## config.mk

```make
export PLATFORM = sky130hd
export DESIGN_NAME = dasc_ctrl
export DESIGN_NICKNAME = d
export VERILOG_FILES = /design/src/inc/dasc_pkg.sv /design/src/hw/dasc_ctrl.sv
export SDC_FILE = /design/constraint.sdc
export NUM_CORES = 1
export LEC_CHECK = 0
export ABC_AREA = 1
export BUFFER_PORTS_ARGS = -buffer_cell sky130_fd_sc_hd__buf_2
export CORE_ASPECT_RATIO = 1.75
export CORE_MARGIN = 10
export CORE_UTILIZATION = 30
export CTS_CLUSTER_DIAMETER = 40
export CTS_CLUSTER_SIZE = 25
export DETAILED_ROUTE_END_ITERATION = 8
export GPL_TIMING_DRIVEN = 0
export HOLD_SLACK_MARGIN = 0.06
export PLACE_DENSITY = 0.43
export SLEW_MARGIN = 5
export SYNTH_ARGS = -nofsm -noshare
export SYNTH_HDL_FRONTEND = slang
export SYNTH_SLANG_ARGS = --single-unit
```

## constraint.sdc

```tcl
create_clock -name core_clk_i -period 17.55 [get_ports core_clk_i]
set_input_delay 4.3875 -clock core_clk_i [delete_from_list [all_inputs] [get_ports core_clk_i]]
set_output_delay 4.3875 -clock core_clk_i [all_outputs]
set_load 0.03 [all_outputs]
```

## src/inc/dasc_pkg.sv

```systemverilog
package dasc_pkg;

  // Timing at the core clock rate
  localparam int CLK_PERIOD_NS = 10;
  localparam int CONV_TIME_NS = 500;
  localparam int CONV_CYC = (CONV_TIME_NS + CLK_PERIOD_NS - 1) / CLK_PERIOD_NS;
  localparam int CONV_CW = $clog2(CONV_CYC + 1);
  localparam logic [CONV_CW-1:0] CONV_LAST = CONV_CW'(CONV_CYC - 1);
  localparam int SELFTEST_TIME_NS = 200;
  localparam int ST_CYC = (SELFTEST_TIME_NS + CLK_PERIOD_NS - 1) / CLK_PERIOD_NS;
  localparam int ST_CW = $clog2(ST_CYC + 1);
  localparam logic [ST_CW-1:0] ST_LAST = ST_CW'(ST_CYC - 1);

  // Data path sizes
  localparam int SMP_W = 16;
  localparam int RES_W = 18;
  localparam int SUM_W = 19;
  localparam int FIFO_DEPTH = 8;
  localparam int BUF_DEPTH = 2;

  // Reset command codes
  localparam logic [7:0] SOFT_RST_CODE = 8'h3C;
  localparam logic [7:0] HARD_RST_CODE = 8'hFF;

  // Largest ratio code honoured, ratio 8
  localparam logic [2:0] OSR_MAX = 3'h3;

  // Alert status bit positions
  localparam int ALR_A_HI = 0;
  localparam int ALR_A_LO = 1;
  localparam int ALR_B_HI = 2;
  localparam int ALR_B_LO = 3;

  typedef struct packed {
    logic power_mode_bit;
    logic reference_select_bit;
    logic osel;
    logic oversample_mode_bit;
    logic [2:0] oversample_ratio_field;
    logic res;
    logic alert_en;
    logic [SMP_W-1:0] alert_hi;
    logic [SMP_W-1:0] alert_lo;
  } dasc_cfg_s;

  localparam dasc_cfg_s CFG_DEF = '{power_mode_bit: 1'h0, reference_select_bit: 1'h0, osel: 1'h0, oversample_mode_bit: 1'h0,
    oversample_ratio_field: 3'h0, res: 1'h0, alert_en: 1'h0, alert_hi: 16'hFFFF, alert_lo: 16'h0000};

  typedef struct packed {
    logic boost;
    logic [RES_W-1:0] a;
    logic [RES_W-1:0] b;
  } dasc_res_s;

  typedef enum logic [1:0] {CV_IDLE, CV_RUN, CV_AVG} dasc_cv_e;

endpackage

```

## src/hw/dasc_ctrl.sv

```systemverilog
`timescale 1ns/10ps
// Overview of operation
// - Results are 16 bits; boost with valid oversampling gives 18-bit results.
// - Alert event when a result is above the high or below the low limit.
// - Alert status holds a high and a low flag per channel.
// - Flags ORed to one alert, driven on second pin when selected, enabled, valid.
// - Alert pin and status update at each conversion end; host reads in time.
// - Chip-select fall clears the alert pin; software reset clears alert status.
// - Power-mode bit 0 is normal, 1 is shutdown; normal converts on select fall.
// - Shutdown powers down analog and reference; serial and settings stay.
// - Reference select 0 enables internal reference buffer, 1 disables it.
// - Reset codes written to the 8-bit reset field pick soft or hard reset.
// - Soft reset keeps configuration, restarts logic, flushes averaging, clears alerts.
// - Hard reset also restores defaults and resets reference buffer and oscillator.
// - Self-test after power-on or hard reset sets setup-fail on failure.
// - Select fall holds both channels, starts both conversions, enables outputs.
// - Conversion timing comes from the internal clock, not the serial clock.
// - A frame shifts out the result of the previous frame's conversion.
// - MSB appears at select fall; later bits shift on serial clock rising edges.
// - Averaging active only with mode bit set and nonzero ratio field.
// - Two-line mode sends channel A on primary, channel B on second pin.
// - One-line mode sends A then B on the primary output.
module dasc_ctrl (
  // Clock, reset, enable
  input wire logic core_clk_i,
  input wire logic rst_i,
  input wire logic clk_en_i,
  // Configuration and reset command
  input wire logic cfg_wr_i,
  input wire dasc_pkg::dasc_cfg_s cfg_i,
  input wire logic rst_cmd_wr_i,
  input wire logic [7:0] rst_cmd_i,
  // Converter samples
  input wire logic [15:0] sample_a_i,
  input wire logic [15:0] sample_b_i,
  // Serial pins
  input wire logic cs_n_i,
  input wire logic sclk_i,
  output logic primary_data_out_o,
  output logic primary_data_oe_o,
  output logic second_out_or_flag_pin_o,
  output logic second_out_or_flag_pin_oe_o,
  // Status and analog control
  output dasc_pkg::dasc_cfg_s cfg_o,
  output logic [3:0] alert_status_o,
  output logic setup_fail_o,
  output logic hold_o,
  output logic analog_pd_o,
  output logic ref_buf_en_o,
  output logic ref_rst_o,
  output logic osc_rst_o
);

  function automatic logic code_hit(input logic [7:0] code, input logic [7:0] key);
    code_hit = (code == key);
  endfunction

  // Result scaled by ratio, left aligned in 18 bits
  function automatic logic [17:0] scale(input logic [18:0] s, input logic [1:0] sh, input logic bst);
    logic [20:0] w;
    w = {s, 2'h0} >> sh;
    scale = bst ? w[17:0] : {w[17:2], 2'h0};
  endfunction

  // Returns {below low, above high}
  function automatic logic [1:0] lim_cmp(input logic [17:0] v, input dasc_pkg::dasc_cfg_s c);
    lim_cmp = {v[17:2] < c.alert_lo, v[17:2] > c.alert_hi};
  endfunction

  logic cs_m_r, cs_s_r, cs_d_r;
  logic sck_m_r, sck_s_r, sck_d_r;
  logic cs_fall, cs_rise, sck_rise;
  logic soft_r, hard_r, sw_rst;
  dasc_pkg::dasc_cfg_s cfg_r;
  logic os_on, boost_on, lim_ok, alert_mode, one_line;
  dasc_pkg::dasc_cv_e cv_r;
  logic [dasc_pkg::CONV_CW-1:0] cv_cnt_r;
  logic conv_end, conv_start;
  logic [15:0] fa_r [dasc_pkg::FIFO_DEPTH];
  logic [15:0] fb_r [dasc_pkg::FIFO_DEPTH];
  logic fill_r, reference_select_bit_d_r;
  logic [1:0] shamt;
  logic [18:0] sum_a, sum_b;
  logic [17:0] res_a, res_b;
  dasc_pkg::dasc_res_s buf_r [dasc_pkg::BUF_DEPTH];
  dasc_pkg::dasc_res_s head;
  logic wp_r, rp_r;
  logic [1:0] cnt_r;
  logic in_vld, in_rdy, out_vld, out_rdy, push_b, pop_b;
  logic [3:0] flags;
  logic [3:0] alert_status_r;
  logic alert_pin_r;
  logic [35:0] sh_p_r;
  logic [17:0] sh_s_r;
  logic frame_r, sec_r, sec_oe_r;
  logic [dasc_pkg::ST_CW-1:0] st_cnt_r;
  logic st_run_r, setup_fail_r;

  // Pin synchronisers
  always_ff @(posedge core_clk_i or posedge rst_i)
  begin
    if (rst_i)
    begin
      cs_m_r <= 1'h1;
      cs_s_r <= 1'h1;
      cs_d_r <= 1'h1;
      sck_m_r <= 1'h0;
      sck_s_r <= 1'h0;
      sck_d_r <= 1'h0;
    end
    else if (clk_en_i)
    begin
      cs_m_r <= cs_n_i;
      cs_s_r <= cs_m_r;
      cs_d_r <= cs_s_r;
      sck_m_r <= sclk_i;
      sck_s_r <= sck_m_r;
      sck_d_r <= sck_s_r;
    end
  end

  assign cs_fall = cs_d_r & ~cs_s_r;
  assign cs_rise = ~cs_d_r & cs_s_r;
  assign sck_rise = ~sck_d_r & sck_s_r & ~cs_s_r;

  // Software reset decode
  always_ff @(posedge core_clk_i or posedge rst_i)
  begin
    if (rst_i)
    begin
      soft_r <= 1'h0;
      hard_r <= 1'h0;
    end
    else if (clk_en_i)
    begin
      soft_r <= rst_cmd_wr_i & code_hit(rst_cmd_i, dasc_pkg::SOFT_RST_CODE);
      hard_r <= rst_cmd_wr_i & code_hit(rst_cmd_i, dasc_pkg::HARD_RST_CODE);
    end
  end

  assign sw_rst = soft_r | hard_r;

  // Configuration, untouched by soft reset and shutdown
  always_ff @(posedge core_clk_i or posedge rst_i)
  begin
    if (rst_i)
      cfg_r <= dasc_pkg::CFG_DEF;
    else if (clk_en_i)
    begin
      if (hard_r)
        cfg_r <= dasc_pkg::CFG_DEF;
      else if (cfg_wr_i)
        cfg_r <= cfg_i;
    end
  end

  assign cfg_o = cfg_r;
  assign os_on = cfg_r.oversample_mode_bit & (cfg_r.oversample_ratio_field != 3'h0);
  assign boost_on = os_on & cfg_r.res;
  assign lim_ok = cfg_r.alert_hi > cfg_r.alert_lo;
  assign alert_mode = cfg_r.osel & cfg_r.alert_en & lim_ok;
  assign one_line = cfg_r.osel;

  // Analog power and reference control
  always_ff @(posedge core_clk_i or posedge rst_i)
  begin
    if (rst_i)
    begin
      analog_pd_o <= 1'h0;
      ref_buf_en_o <= 1'h0;
      ref_rst_o <= 1'h0;
      osc_rst_o <= 1'h0;
    end
    else if (clk_en_i)
    begin
      analog_pd_o <= cfg_r.power_mode_bit;
      ref_buf_en_o <= ~cfg_r.reference_select_bit & ~cfg_r.power_mode_bit;
      ref_rst_o <= hard_r;
      osc_rst_o <= hard_r;
    end
  end

  // Conversion sequencer, timed by the core clock only
  assign conv_start = cs_fall & ~cfg_r.power_mode_bit;
  assign conv_end = (cv_r == dasc_pkg::CV_RUN) && (cv_cnt_r == dasc_pkg::CONV_LAST) && !sw_rst;

  always_ff @(posedge core_clk_i or posedge rst_i)
  begin
    if (rst_i)
    begin
      cv_r <= dasc_pkg::CV_IDLE;
      cv_cnt_r <= '0;
      hold_o <= 1'h0;
    end
    else if (clk_en_i)
    begin
      if (sw_rst)
      begin
        cv_r <= dasc_pkg::CV_IDLE;
        hold_o <= 1'h0;
      end
      else
      begin
        unique case (cv_r)
          dasc_pkg::CV_IDLE:
          begin
            if (conv_start)
            begin
              cv_r <= dasc_pkg::CV_RUN;
              cv_cnt_r <= '0;
              hold_o <= 1'h1;
            end
          end
          dasc_pkg::CV_RUN:
          begin
            if (cv_cnt_r == dasc_pkg::CONV_LAST)
            begin
              cv_r <= dasc_pkg::CV_AVG;
              hold_o <= 1'h0;
            end
            else
              cv_cnt_r <= cv_cnt_r + 1'h1;
          end
          dasc_pkg::CV_AVG:
          begin
            if (in_rdy)
            begin
              cv_r <= conv_start ? dasc_pkg::CV_RUN : dasc_pkg::CV_IDLE;
              cv_cnt_r <= '0;
              hold_o <= conv_start;
            end
          end
        endcase
      end
    end
  end

  // Averaging history, refilled after reset or reference change
  always_ff @(posedge core_clk_i or posedge rst_i)
  begin
    if (rst_i)
    begin
      fill_r <= 1'h1;
      reference_select_bit_d_r <= 1'h0;
    end
    else if (clk_en_i)
    begin
      reference_select_bit_d_r <= cfg_r.reference_select_bit;
      if (sw_rst || (reference_select_bit_d_r != cfg_r.reference_select_bit))
        fill_r <= 1'h1;
      else if (conv_end)
        fill_r <= 1'h0;
    end
  end

  always_ff @(posedge core_clk_i)
  begin
    if (clk_en_i && conv_end)
    begin
      for (int i = 0; i < dasc_pkg::FIFO_DEPTH; i++)
      begin
        fa_r[i] <= (fill_r || i == 0) ? sample_a_i : fa_r[(i == 0) ? 0 : i - 1];
        fb_r[i] <= (fill_r || i == 0) ? sample_b_i : fb_r[(i == 0) ? 0 : i - 1];
      end
    end
  end

  // Rolling sum over the newest 2^shamt samples
  always_comb
  begin
    shamt = 2'h0;
    if (os_on)
      shamt = (cfg_r.oversample_ratio_field > dasc_pkg::OSR_MAX) ? 2'h3 : cfg_r.oversample_ratio_field[1:0];
    sum_a = '0;
    sum_b = '0;
    for (int i = 0; i < dasc_pkg::FIFO_DEPTH; i++)
    begin
      if (i < (1 << shamt))
      begin
        sum_a = sum_a + 19'(fa_r[i]);
        sum_b = sum_b + 19'(fb_r[i]);
      end
    end
  end

  assign res_a = scale(sum_a, shamt, boost_on);
  assign res_b = scale(sum_b, shamt, boost_on);

  // Two-entry result buffer between converter and serial port
  assign in_vld = (cv_r == dasc_pkg::CV_AVG);
  assign in_rdy = (cnt_r != 2'h2);
  assign out_vld = (cnt_r != 2'h0);
  assign out_rdy = cs_fall;
  assign push_b = in_vld & in_rdy & ~sw_rst;
  assign pop_b = out_vld & out_rdy;
  assign head = buf_r[rp_r];

  always_ff @(posedge core_clk_i or posedge rst_i)
  begin
    if (rst_i)
    begin
      wp_r <= 1'h0;
      rp_r <= 1'h0;
      cnt_r <= 2'h0;
    end
    else if (clk_en_i)
    begin
      if (sw_rst)
      begin
        wp_r <= 1'h0;
        rp_r <= 1'h0;
        cnt_r <= 2'h0;
      end
      else
      begin
        if (push_b)
          wp_r <= ~wp_r;
        if (pop_b)
          rp_r <= ~rp_r;
        cnt_r <= cnt_r + {1'h0, push_b} - {1'h0, pop_b};
      end
    end
  end

  always_ff @(posedge core_clk_i)
  begin
    if (clk_en_i && push_b)
      buf_r[wp_r] <= '{boost: boost_on, a: res_a, b: res_b};
  end

  // Alert flags and pin
  assign flags = {lim_cmp(res_b, cfg_r), lim_cmp(res_a, cfg_r)};

  always_ff @(posedge core_clk_i or posedge rst_i)
  begin
    if (rst_i)
    begin
      alert_status_r <= 4'h0;
      alert_pin_r <= 1'h0;
    end
    else if (clk_en_i)
    begin
      if (push_b)
        alert_status_r <= flags;
      else if (sw_rst)
        alert_status_r <= 4'h0;
      if (push_b)
        alert_pin_r <= |flags;
      else if (cs_fall || sw_rst)
        alert_pin_r <= 1'h0;
    end
  end

  assign alert_status_o = alert_status_r;

  // Serial shift registers, loaded at select fall
  always_ff @(posedge core_clk_i or posedge rst_i)
  begin
    if (rst_i)
    begin
      sh_p_r <= '0;
      sh_s_r <= '0;
      frame_r <= 1'h0;
    end
    else if (clk_en_i)
    begin
      if (sw_rst)
      begin
        sh_p_r <= '0;
        sh_s_r <= '0;
        frame_r <= 1'h0;
      end
      else if (cs_fall)
      begin
        frame_r <= 1'h1;
        if (!out_vld)
        begin
          sh_p_r <= '0;
          sh_s_r <= '0;
        end
        else if (one_line)
        begin
          sh_p_r <= head.boost ? {head.a, head.b} : {head.a[17:2], head.b[17:2], 4'h0};
          sh_s_r <= '0;
        end
        else
        begin
          sh_p_r <= {head.a, 18'h0};
          sh_s_r <= head.b;
        end
      end
      else if (cs_rise)
        frame_r <= 1'h0;
      else if (sck_rise && frame_r)
      begin
        sh_p_r <= {sh_p_r[34:0], 1'h0};
        sh_s_r <= {sh_s_r[16:0], 1'h0};
      end
    end
  end

  assign primary_data_out_o = sh_p_r[35];
  assign primary_data_oe_o = frame_r;

  // Second pin carries channel B or the alert
  always_ff @(posedge core_clk_i or posedge rst_i)
  begin
    if (rst_i)
    begin
      sec_r <= 1'h0;
      sec_oe_r <= 1'h0;
    end
    else if (clk_en_i)
    begin
      sec_r <= alert_mode ? alert_pin_r : sh_s_r[17];
      sec_oe_r <= alert_mode | (frame_r & ~one_line);
    end
  end

  assign second_out_or_flag_pin_o = sec_r;
  assign second_out_or_flag_pin_oe_o = sec_oe_r;

  // Configuration self-test after power-on or hard reset
  always_ff @(posedge core_clk_i or posedge rst_i)
  begin
    if (rst_i)
    begin
      st_run_r <= 1'h1;
      st_cnt_r <= '0;
      setup_fail_r <= 1'h0;
    end
    else if (clk_en_i)
    begin
      if (hard_r)
      begin
        st_run_r <= 1'h1;
        st_cnt_r <= '0;
        setup_fail_r <= 1'h0;
      end
      else if (st_run_r)
      begin
        if (st_cnt_r == dasc_pkg::ST_LAST)
        begin
          st_run_r <= 1'h0;
          setup_fail_r <= (cfg_r != dasc_pkg::CFG_DEF);
        end
        else
          st_cnt_r <= st_cnt_r + 1'h1;
      end
    end
  end

  assign setup_fail_o = setup_fail_r;

endmodule

```

==> results of run 1 <==
==> per-stage QoR <==
| step | hold slack, ns | TNS, ns |
|---|---|---|
| 6_report | 0.475 | 0 |
| 3_3_place_gp | 0.457 | -1568.70 |
| 5_1_grt | 0.482 | 0 |
| 4_1_cts | 0.476 | 0 |
| 2_1_floorplan | 0.444 | 0 |
| 3_5_place_dp | 0.464 | 0 |
==> area by class of cell <==
| cell class | instances | share of cell area (%) |
|---|---|---|
| timing repair buffer | 157 | 2.52 |
| clock inverter | 61 | 1.92 |
| antenna | 1 | 0.00626 |
| inverter | 656 | 6.18 |
| sequential | 465 | 33.3 |
| multi-input combinational | 3113 | 45.0 |
| clock buffer | 89 | 5.12 |
| buffer | 128 | 1.32 |
| tap | 1494 | 4.68 |
==> worst max-delay path, delay by kind of cell (launching register included) <==
family / cells / cell delay [ns]
flip-flops: 1 / 0.49
XOR/XNOR: 2 / 0.29
AND/OR/NAND/NOR: 21 / 3.03
buffers and inverters: 13 / 4.07
AO/OA/AOI/OAI: 20 / 4.09
adder cells (fa/ha/maj): 7 / 2.45
==> kinds of logic after synthesis <==
group	synth area share, %
AO/OA/AOI/OAI	18.4
buffers and inverters	8.72
flip-flops	38.9
XOR/XNOR	3.25
AND/OR/NAND/NOR	18.2
adder cells (fa/ha/maj)	12.3
multiplexers	0.263
==> state kept, by name, summed over array words and instances (netlist names), 2 cells and up <==
| signal | flops |
|---|---|
| alert_status_o | 4 |
| buf_r | 74 |
| cfg_o | 40 |
| cnt_r | 2 |
| cv_cnt_r | 6 |
| cv_r | 2 |
| fa_r | 128 |
| fb_r | 128 |
| sh_p_r | 36 |
| sh_s_r | 18 |
| st_cnt_r | 5 |
==> routing by layer <==
metal	routed length [um]	track usage (%)
met2	69700	38.5
met3	4570	2.71
met1	45200	18.8
met5	0	0
met4	8230	11.9
==> cell usage after synthesis, drive strengths merged (37+ instances only) <==
library cell / instances
nand3: 172
xor2: 63
a21oi: 411
xnor2: 64
edfxtp: 330
inv: 655
a31oi: 37
ha: 313
o21ai: 595
dfrtp: 114
clkbuf: 90
buf: 38
nor2: 242
nand2: 911
or2: 58
==> power groups by stage <==
| stage | clock network, mW | logic (mW) | registers (mW) |
|---|---|---|---|
| CTS | 1.71 | 1.83 | 1.38 |
| detailed placement | 0 | 1.82 | 1.40 |
| global route | 1.75 | 2.04 | 1.39 |
| global placement | 0 | 1.80 | 1.40 |
| floorplan | 0 | 1.19 | 1.42 |
| finish | 1.67 | 1.81 | 1.38 |
==> placed cells by master (no fill, tap or decap), types with 20 or more instances in the layout <==
master       n
a21oi_1    407
a22oi_1     21
a31oi_1     37
buf_2      160
clkbuf_1    96
clkbuf_16   80
dfrtp_1    114
dfstp_2     21
edfxtp_1   330
ha_1       313
inv_1      645
nand2_1    895
nand3_1    165
nand4_1     30
nor2_1     231
nor3_1      25
o21a_1      20
o21ai_0    555
o21ai_1     38
or2_2       51
xnor2_1     64
xor2_1      63
==> how the worst max path moves through the flow <==
stage	slack, ns	end
final	2.90	alert_pin_r
after global routing	2.12	alert_pin_r
after CTS	2.86	alert_pin_r
after detailed placement	2.89	alert_pin_r
after global placement	-6.15	fa_r[0][2]
after floorplan	1.42	fa_r[0][0]
==> impl_metrics.toml, run 1 <==
[timing]
finalCriticalPeriod_ns = 14.65
skew_ns = 0.0359
worst_slack_ns = 2.90
setup_violations = 0
tightestPinTransition_ns = 1.42
rsz0062_at_grt = "false"
fmax_mhz = 68.2
slew_headroom_pct = 5.20
hold_viol_final = 0
min_period_over_period_pct = 83.5
slew_violations = 0

[final_layout]
regArea_mm2 = 0.0133
postLayoutCellArea_mm2 = 0.0400
final_util_pct = 35.2
fill_cells = 12183
area_growth_pct = 16.7
drive_gt1_share_pct = 9.36
fin_nets = 5016
multiInputGateArea_mm2 = 0.0180
fin_cells = 6164

[clock_network]
clock_latency_ns = 0.70
htreeDepth = 3
post_cts_buffers = 0
root_buffer = "clkbuf_16"
clock-sinks = 465
numCtsBuffers = 80
clockBufferDepth = 3
postCtsHoldBufs = 0
cts.clk_slew.worst_paths_ns = 0.06
post_cts_resized = 0
cts_tree = "yes"

[hold_path]
hold_end = "cs_m_r"
worstHoldStart = "cs_m_r"
hold_path_depth = 2
hold_path.class = "reg -> reg"

[placed_design]
io_buffer_count = 142
dp_cells = 6013
post-dp-hpwl_um = 104000
place_area_mm2 = 0.0372
post-place-ws_ns = 2.89
gp_congestion = 0.909

[floorplanning]
fp.coreArea_mm2 = 0.114
pin_count = 143
die_h_um = 467
die_area_mm2 = 0.129
fp-row-count = 164
die_w_um = 275
start_util_pct = 30.1

[yosys]
synth.avg_cell_area_um2 = 7.85
synthTopCellsByArea = "edfxtp_1 29%, ha_1 11%, nand2_1 9.8%"
synth_warnings = 0
synth_flop_cell = "edfxtp_1"
synth-seq-cells = 465
ys_seq_area_share_pct = 38.9
synth_nets = 4777
syn_inst = 4362
yosysTopAreaCell = "edfxtp_1"
netlist_area_mm2 = 0.0342
synth_top_area_share_pct = 28.9
synth-async-reset-ratio_pct = 29.0
synth_edf_count = 330
ys_types = 64

[critical_path]
required_ns = 18.11
reg2reg_to = "alert_pin_r"
slowest_delay_ns = 1.09
cp_max_fo = 10
endpoint_kind = "flop"
crit_start = "cfg_o[36]"
cp_data_arrival_time_ns = 15.21
reg2reg_depth = 63
crit_type = "reg -> reg"
cp-start-kind = "flop"
crit_path_top_delay_cell = "buf_1"
r2r-start = "cfg_o[36]"
reg2reg_slack_ns = 2.90

[pwr]
sw_frac_of_total_pct = 40.1
p_total_mw = 4.87
p_clk_share_pct = 34.3
seqPwrFrac_pct = 28.4
p_comb_share_pct = 37.3
leakagePower_nw = 18.2
vdd_drop_max_uv = 60.2
switchingPower_mw = 1.95
power_density_mw_per_mm2 = 122
p_int_mw = 2.92

[detailed_routing]
drtPass1Iterations = 5
totalWireLength_um = 128000
vias = 29974
drt_iter0_markers = 1572
drt-wirelength-per-cell_um = 20.7
drtAntennaViolNets = 0
drt-vias-per-instance = 4.86
route.detailed.drc = 0

[global_routing]
grt_max_degree = 91
antenna_found_initial = 1
grt_usage_pct = 19.6
grt_pass1_wl_um = 189000
overflow = 0
grt_pass1_vias = 31270

[flow_run]
cap_viol_max_count = 0

[outcome]
status = "completed"
Power figures use the tool's default switching activity.
==> inputs of run 2 (changes only) <==
--- a/config.mk
+++ b/config.mk
@@ -5,7 +5,7 @@
 export SDC_FILE = /design/constraint.sdc
 export NUM_CORES = 1
 export LEC_CHECK = 0
-export ABC_AREA = 1
+export ABC_AREA = 0
 export BUFFER_PORTS_ARGS = -buffer_cell sky130_fd_sc_hd__buf_2
 export CORE_ASPECT_RATIO = 1.75
 export CORE_MARGIN = 10
==> constraint.sdc (replaced) <==
create_clock -name core_clk_i -period 14.7 [get_ports core_clk_i]
set_input_delay 3.675 -clock core_clk_i [delete_from_list [all_inputs] [get_ports core_clk_i]]
set_output_delay 3.675 -clock core_clk_i [all_outputs]
set_load 0.03 [all_outputs]
==> impl_metrics.toml, run 2 <==
[outcome]
status = "completed"

[detailed_routing]
drtAntennaViolNets = 0
drt-wirelength-per-cell_um = 24.3
drt_iter0_markers = 1697
drtPass1Iterations = 6
drt-vias-per-instance = 5.24
totalWireLength_um = 131000
route.detailed.drc = 0
vias = 28376

[clock_network]
numCtsBuffers = 83
postCtsHoldBufs = 0
htreeDepth = 3
clock_latency_ns = 0.69
root_buffer = "clkbuf_16"
clock-sinks = 465
cts_tree = "yes"
cts.clk_slew.worst_paths_ns = 0.06
clockBufferDepth = 3

[yosys]
yosysTopAreaCell = "edfxtp_1"
netlist_area_mm2 = 0.0341
synthTopCellsByArea = "edfxtp_1 29%, ha_1 11%, dfrtp_1 8.4%"
synth_top_area_share_pct = 29.0
synth.avg_cell_area_um2 = 9.44
synth_most_common_cell = "o21ai_0"
synth_edf_count = 330
syn_inst = 3613
ys_types = 110
synth-async-reset-ratio_pct = 29.0
ys_seq_area_share_pct = 39.0
synth_flop_cell = "edfxtp_1"
synth_warnings = 0
synth-seq-cells = 465
synth_nets = 4028
synth_common_cells = "470 x o21ai_0, 349 x inv_1, 330 x edfxtp_1"

[global_routing]
grt_usage_pct = 20.3
overflow = 0
antenna_found_initial = 2
grt_pass1_wl_um = 193000
grt_max_degree = 79
grt_pass1_vias = 29785

[final_layout]
fill_cells = 11555
drive_gt1_share_pct = 11.8
final_cell_mix = "465 x o21ai_0, 348 x inv_1, 330 x edfxtp_1"
final_common_cell = "o21ai_0"
final_util_pct = 35.5
fin_nets = 4275
fin_cells = 5416
postLayoutCellArea_mm2 = 0.0401
area_growth_pct = 17.5
largestRegisters = "fa_r: 128 flops, fb_r: 128 flops, buf_r: 74 flops"

[timing]
hold_viol_final = 0
skew_ns = 0.0337
fmax_mhz = 71.7
tightestPinTransition_ns = 1.44
worst_slack_ns = 0.751
slew_headroom_pct = 3.60
min_period_over_period_pct = 94.9
slew_violations = 0
finalCriticalPeriod_ns = 13.95
final.setup.tns_ns = 0
setup_violations = 0

[critical_path]
crit_path_top_delay_cell = "dfrtp_2"
endpoint_kind = "flop"
crit_type = "reg -> reg"
required_ns = 15.27
cp_max_fo = 10
cp-start-kind = "flop"
slowest_delay_ns = 0.65
timing.critical_path.mode_cell = "o21ai_0"
cp_data_arrival_time_ns = 14.52

[placed_design]
post-dp-hpwl_um = 106000
post-place-ws_ns = -2.68
gp_congestion = 0.921
io_buffer_count = 142
dp_cells = 5257
place_area_mm2 = 0.0371

[flow_run]
cap_viol_max_count = 0

[floorplanning]
start_util_pct = 30.3
fp-row-count = 163
fp.coreArea_mm2 = 0.113
die_h_um = 466
die_area_mm2 = 0.128
die_w_um = 275
pin_count = 143

[pwr]
leakagePower_nw = 17.1
power_density_mw_per_mm2 = 136
vdd_drop_max_uv = 79.3

[hold_path]
hold_path.class = "reg -> reg"
-- run 2: cell count changes after synthesis, moves of 36 or more --
cell / change
a21oi_1: -182
a211oi_1: +44
nand3_1: -126
o2bb2ai_1: +53
nand2b_1: +44
o21ai_0: -91
nor2b_1: +37
mux2i_1: +54
a22o_1: +84
nand2_1: -639
inv_1: -297
a21o_1: +121
or2_2: -36
nor2_1: -62
-- run 2: routing by layer --
metal  vias to the layer above  track usage, %  routed length (um)
met2                       671            39.7               72400
met5                         -               0                   0
met1                     13631            19.9               46200
met4                         0            11.3                7750
li1                      13794               -                   -
met3                       280            2.85                5080
-- run 2: area by class of cell --
type                    count  area (um2)  share of cell area, %
diodes                      1        2.50                0.00624
plain buffers             131         634                   1.58
clock buffers              97        2210                   5.52
clock inverters            58         652                   1.63
inverters                 350        1320                   3.29
multi-input cells        2666       19000                   47.4
flip-flops and latches    465       13300                   33.2
well taps                1485        1860                   4.63
repair buffers            163        1080                   2.70
-- run 2: path summary, 6_finish.rpt --
path	depth (start not counted)	endpoint	startpoint	slack [ns]
min reg2reg	2	alert_status_o[1]	alert_status_o[1]	0.48
min in group asynchronous	2	cfg_o[33]	rst_i	3.06
min	2	alert_status_o[1]	alert_status_o[1]	0.48
max reg2reg	56	alert_pin_r	cfg_o[35]	0.75
max	56	alert_pin_r	cfg_o[35]	0.75
max in group asynchronous	3	sh_p_r[1]	rst_i	10.81
-- run 2: worst max-delay path: cells and delay by family (launching register included) --
family	cells	cell delay, ns
and+or+nand+nor	14	2.10
adders and majority gates	6	1.98
muxes	1	0.19
xor gates and xnor gates	3	0.40
AOI/OAI and AO/OA	25	5.66
DFF	1	0.65
buffers and inverters	7	2.71
-- run 2: power breakdown --
group          switching, mW  total, mW  internal, mW
clock                  0.790       2.02          1.23
sequential            0.0431       1.51          1.46
combinational           1.23       1.95         0.717
total                   2.06       5.47          3.41
-- run 2: cells by family after synthesis --
| kind of cell | after synthesis | share of synthesized area (%) |
|---|---|---|
| buffers and inverters | 482 | 5.53 |
| adder cells (fa/ha/maj) | 327 | 12.3 |
| AND/OR/NAND/NOR | 759 | 10.7 |
| AO/OA/AOI/OAI | 1307 | 24.8 |
| flip-flops | 465 | 39.0 |
| XOR/XNOR | 184 | 4.83 |
| multiplexers | 89 | 2.81 |
-- run 2: repair_timing --
item,in CTS,in global routing
hold endpoints to repair,0,0
resized for setup,33,23
buffers inserted,4,0
endpoints found under the setup margin,29,5
pin swaps,1,0
-- run 2: per-stage QoR --
| step | power (mW) | hold WS, ns |
|---|---|---|
| final | 5.47 | 0.482 |
| after global routing | 5.78 | 0.503 |
| after CTS | 5.52 | 0.487 |
| after detailed placement | 3.46 | 0.473 |
| after global placement | 3.45 | 0.458 |
| after floorplan | 2.83 | 0.450 |
==> inputs of run 3 (changes only) <==
--- a/config.mk
+++ b/config.mk
@@ -5,17 +5,17 @@
 export SDC_FILE = /design/constraint.sdc
 export NUM_CORES = 1
 export LEC_CHECK = 0
-export ABC_AREA = 0
+export ABC_AREA = 1
 export BUFFER_PORTS_ARGS = -buffer_cell sky130_fd_sc_hd__buf_2
 export CORE_ASPECT_RATIO = 1.75
 export CORE_MARGIN = 10
-export CORE_UTILIZATION = 30
+export CORE_UTILIZATION = 35
 export CTS_CLUSTER_DIAMETER = 40
 export CTS_CLUSTER_SIZE = 25
 export DETAILED_ROUTE_END_ITERATION = 8
 export GPL_TIMING_DRIVEN = 0
 export HOLD_SLACK_MARGIN = 0.06
-export PLACE_DENSITY = 0.43
+export PLACE_DENSITY = 0.48
 export SLEW_MARGIN = 5
 export SYNTH_ARGS = -nofsm -noshare
 export SYNTH_HDL_FRONTEND = slang
==> impl_metrics.toml, run 3 (same netlist as run 1, synthesis figures left out) <==
[outcome]
status = "complete, but fails checks"
violations = "capacitance limit"

[global_routing]
grt_usage_pct = 21.8
grt_max_degree = 78
grt_pass1_vias = 31007
antenna_found_initial = 1
grt_pass1_wl_um = 183000
overflow = 0

[detailed_routing]
wl_met1_um = 43400
vias = 30099
route.detailed.drc = 0
drt-vias-per-instance = 5.04
drtPass1Iterations = 5
drt_iter0_markers = 1579
dr.max_layer_used = "met4"
totalWireLength_um = 123000
dr_wl_met3_um = 4490
wl_met2_um = 67700
drtAntennaViolNets = 0
drt-wirelength-per-cell_um = 20.6

[placed_design]
gp_congestion = 0.930
post-dp-hpwl_um = 100000
io_buffer_count = 142
post-place-ws_ns = 0.339

[critical_path]
timing.critical_path.mode_cell = "a21oi_1"
slowest_delay_ns = 1.06
reg2reg_to = "alert_pin_r"
cp_max_fo = 10
cp_data_arrival_time_ns = 13.92
reg2reg_depth = 59
r2r-start = "cfg_o[36]"
crit_type = "reg -> reg"
crit_path_top_delay_cell = "buf_1"
reg2reg_slack_ns = 1.34
cp-start-kind = "flop"
required_ns = 15.26
endpoint_kind = "flop"

[clock_network]
clock_latency_ns = 0.70
htreeDepth = 3
postCtsHoldBufs = 0
cts.clk_slew.worst_paths_ns = 0.06
clockBufferDepth = 3
numCtsBuffers = 81
cts_tree = "yes"
clock-sinks = 465
root_buffer = "clkbuf_16"

[hold_path]
worstHoldStart = "cs_m_r"
hold_path_depth = 2
hold_end = "cs_m_r"
hold_path.class = "reg -> reg"

[final_layout]
final_common_cell = "nand2_1"
area_growth_pct = 16.1
drive_gt1_share_pct = 9.68
fin_nets = 5018
largestRegisters = "fa_r: 128 flops, fb_r: 128 flops, buf_r: 74 flops"
final_cell_mix = "895 x nand2_1, 645 x inv_1, 555 x o21ai_0"

[timing]
slew_headroom_pct = 1.07
finalCriticalPeriod_ns = 13.36
setup_violations = 0
tightestPinTransition_ns = 1.47
fmax_mhz = 74.8
slew_violations = 0
skew_ns = 0.0444
final.setup.tns_ns = 0
worst_slack_ns = 1.34
hold_viol_final = 0
rsz0062_at_grt = "false"
min_period_over_period_pct = 90.9

[floorplanning]
die_area_mm2 = 0.111
fp-row-count = 151
pin_count = 143
fp.coreArea_mm2 = 0.0969
start_util_pct = 35.3
die_h_um = 434
die_w_um = 256

[flow_run]
cap_viol_max_count = 1

[pwr]
power_density_mw_per_mm2 = 146
vdd_drop_max_uv = 104
leakagePower_nw = 18.2
run 3: through the flow:
step	hold WS, ns	instances	cell area (um2)	power [mW]	utilization [%]
6_report	0.481	5969	39800	5.80	41.0
5_1_grt	0.492	5969	39800	6.16	41.0
4_1_cts	0.482	5969	39700	5.85	41.0
3_5_place_dp	0.466	5821	36900	3.83	38.1
3_3_place_gp	0.458	5804	36600	3.80	37.7
2_1_floorplan	0.444	4362	34300	3.12	-
run 3: layout make-up:
cell class              count  area (um2)
inverters                 656        2470
well taps                1300        1630
diodes                      1        2.50
fillers                 10069       57200
clock inverters            62         752
multi-input cells        3113       18000
flip-flops and latches    465       13300
clock buffers              86        2070
plain buffers             127         531
repair buffers            159        1020
run 3: how the worst max path moves through the flow:
stage / startpoint / endpoint / slack [ns] / cells past startpoint
4_1_cts: cfg_o[35] / alert_pin_r / 0.28 / 63
3_3_place_gp: clk_en_i / fa_r[0][1] / -0.81 / 5
5_1_grt: cfg_o[36] / alert_pin_r / 0.50 / 62
6_report: cfg_o[36] / alert_pin_r / 1.34 / 59
3_5_place_dp: cfg_o[35] / alert_pin_r / 0.34 / 63
2_1_floorplan: clk_en_i / fa_r[0][0] / 3.60 / 4
run 3: report_power, final:
group / switching, mW / internal (mW)
combinational: 1.46 / 0.706
sequential: 0.0792 / 1.57
clock: 0.804 / 1.18
run 3: worst max-delay path, delay by kind of cell (launching register included):
family	cells	cell delay (ns)
AO/OA/AOI/OAI	20	3.91
adder cells (fa/ha/maj)	6	2.11
AND/OR/NAND/NOR	22	3.07
XOR/XNOR	2	0.35
buffers and inverters	9	3.19
flip-flops	1	0.52
run 3: repair_timing:
item / CTS / global route
hold endpoints to repair: 0 / 0
buffers inserted: 0 / 0
gates resized for setup: 0 / 4
endpoints found under the setup margin: 0 / 2
run 3: routing by layer:
layer  GRT usage (%)  vias to the layer above
met2            43.2                      687
li1                -                    15247
met5               0                        -
met1            20.7                    13892
met4            13.5                        0
met3            2.85                      273
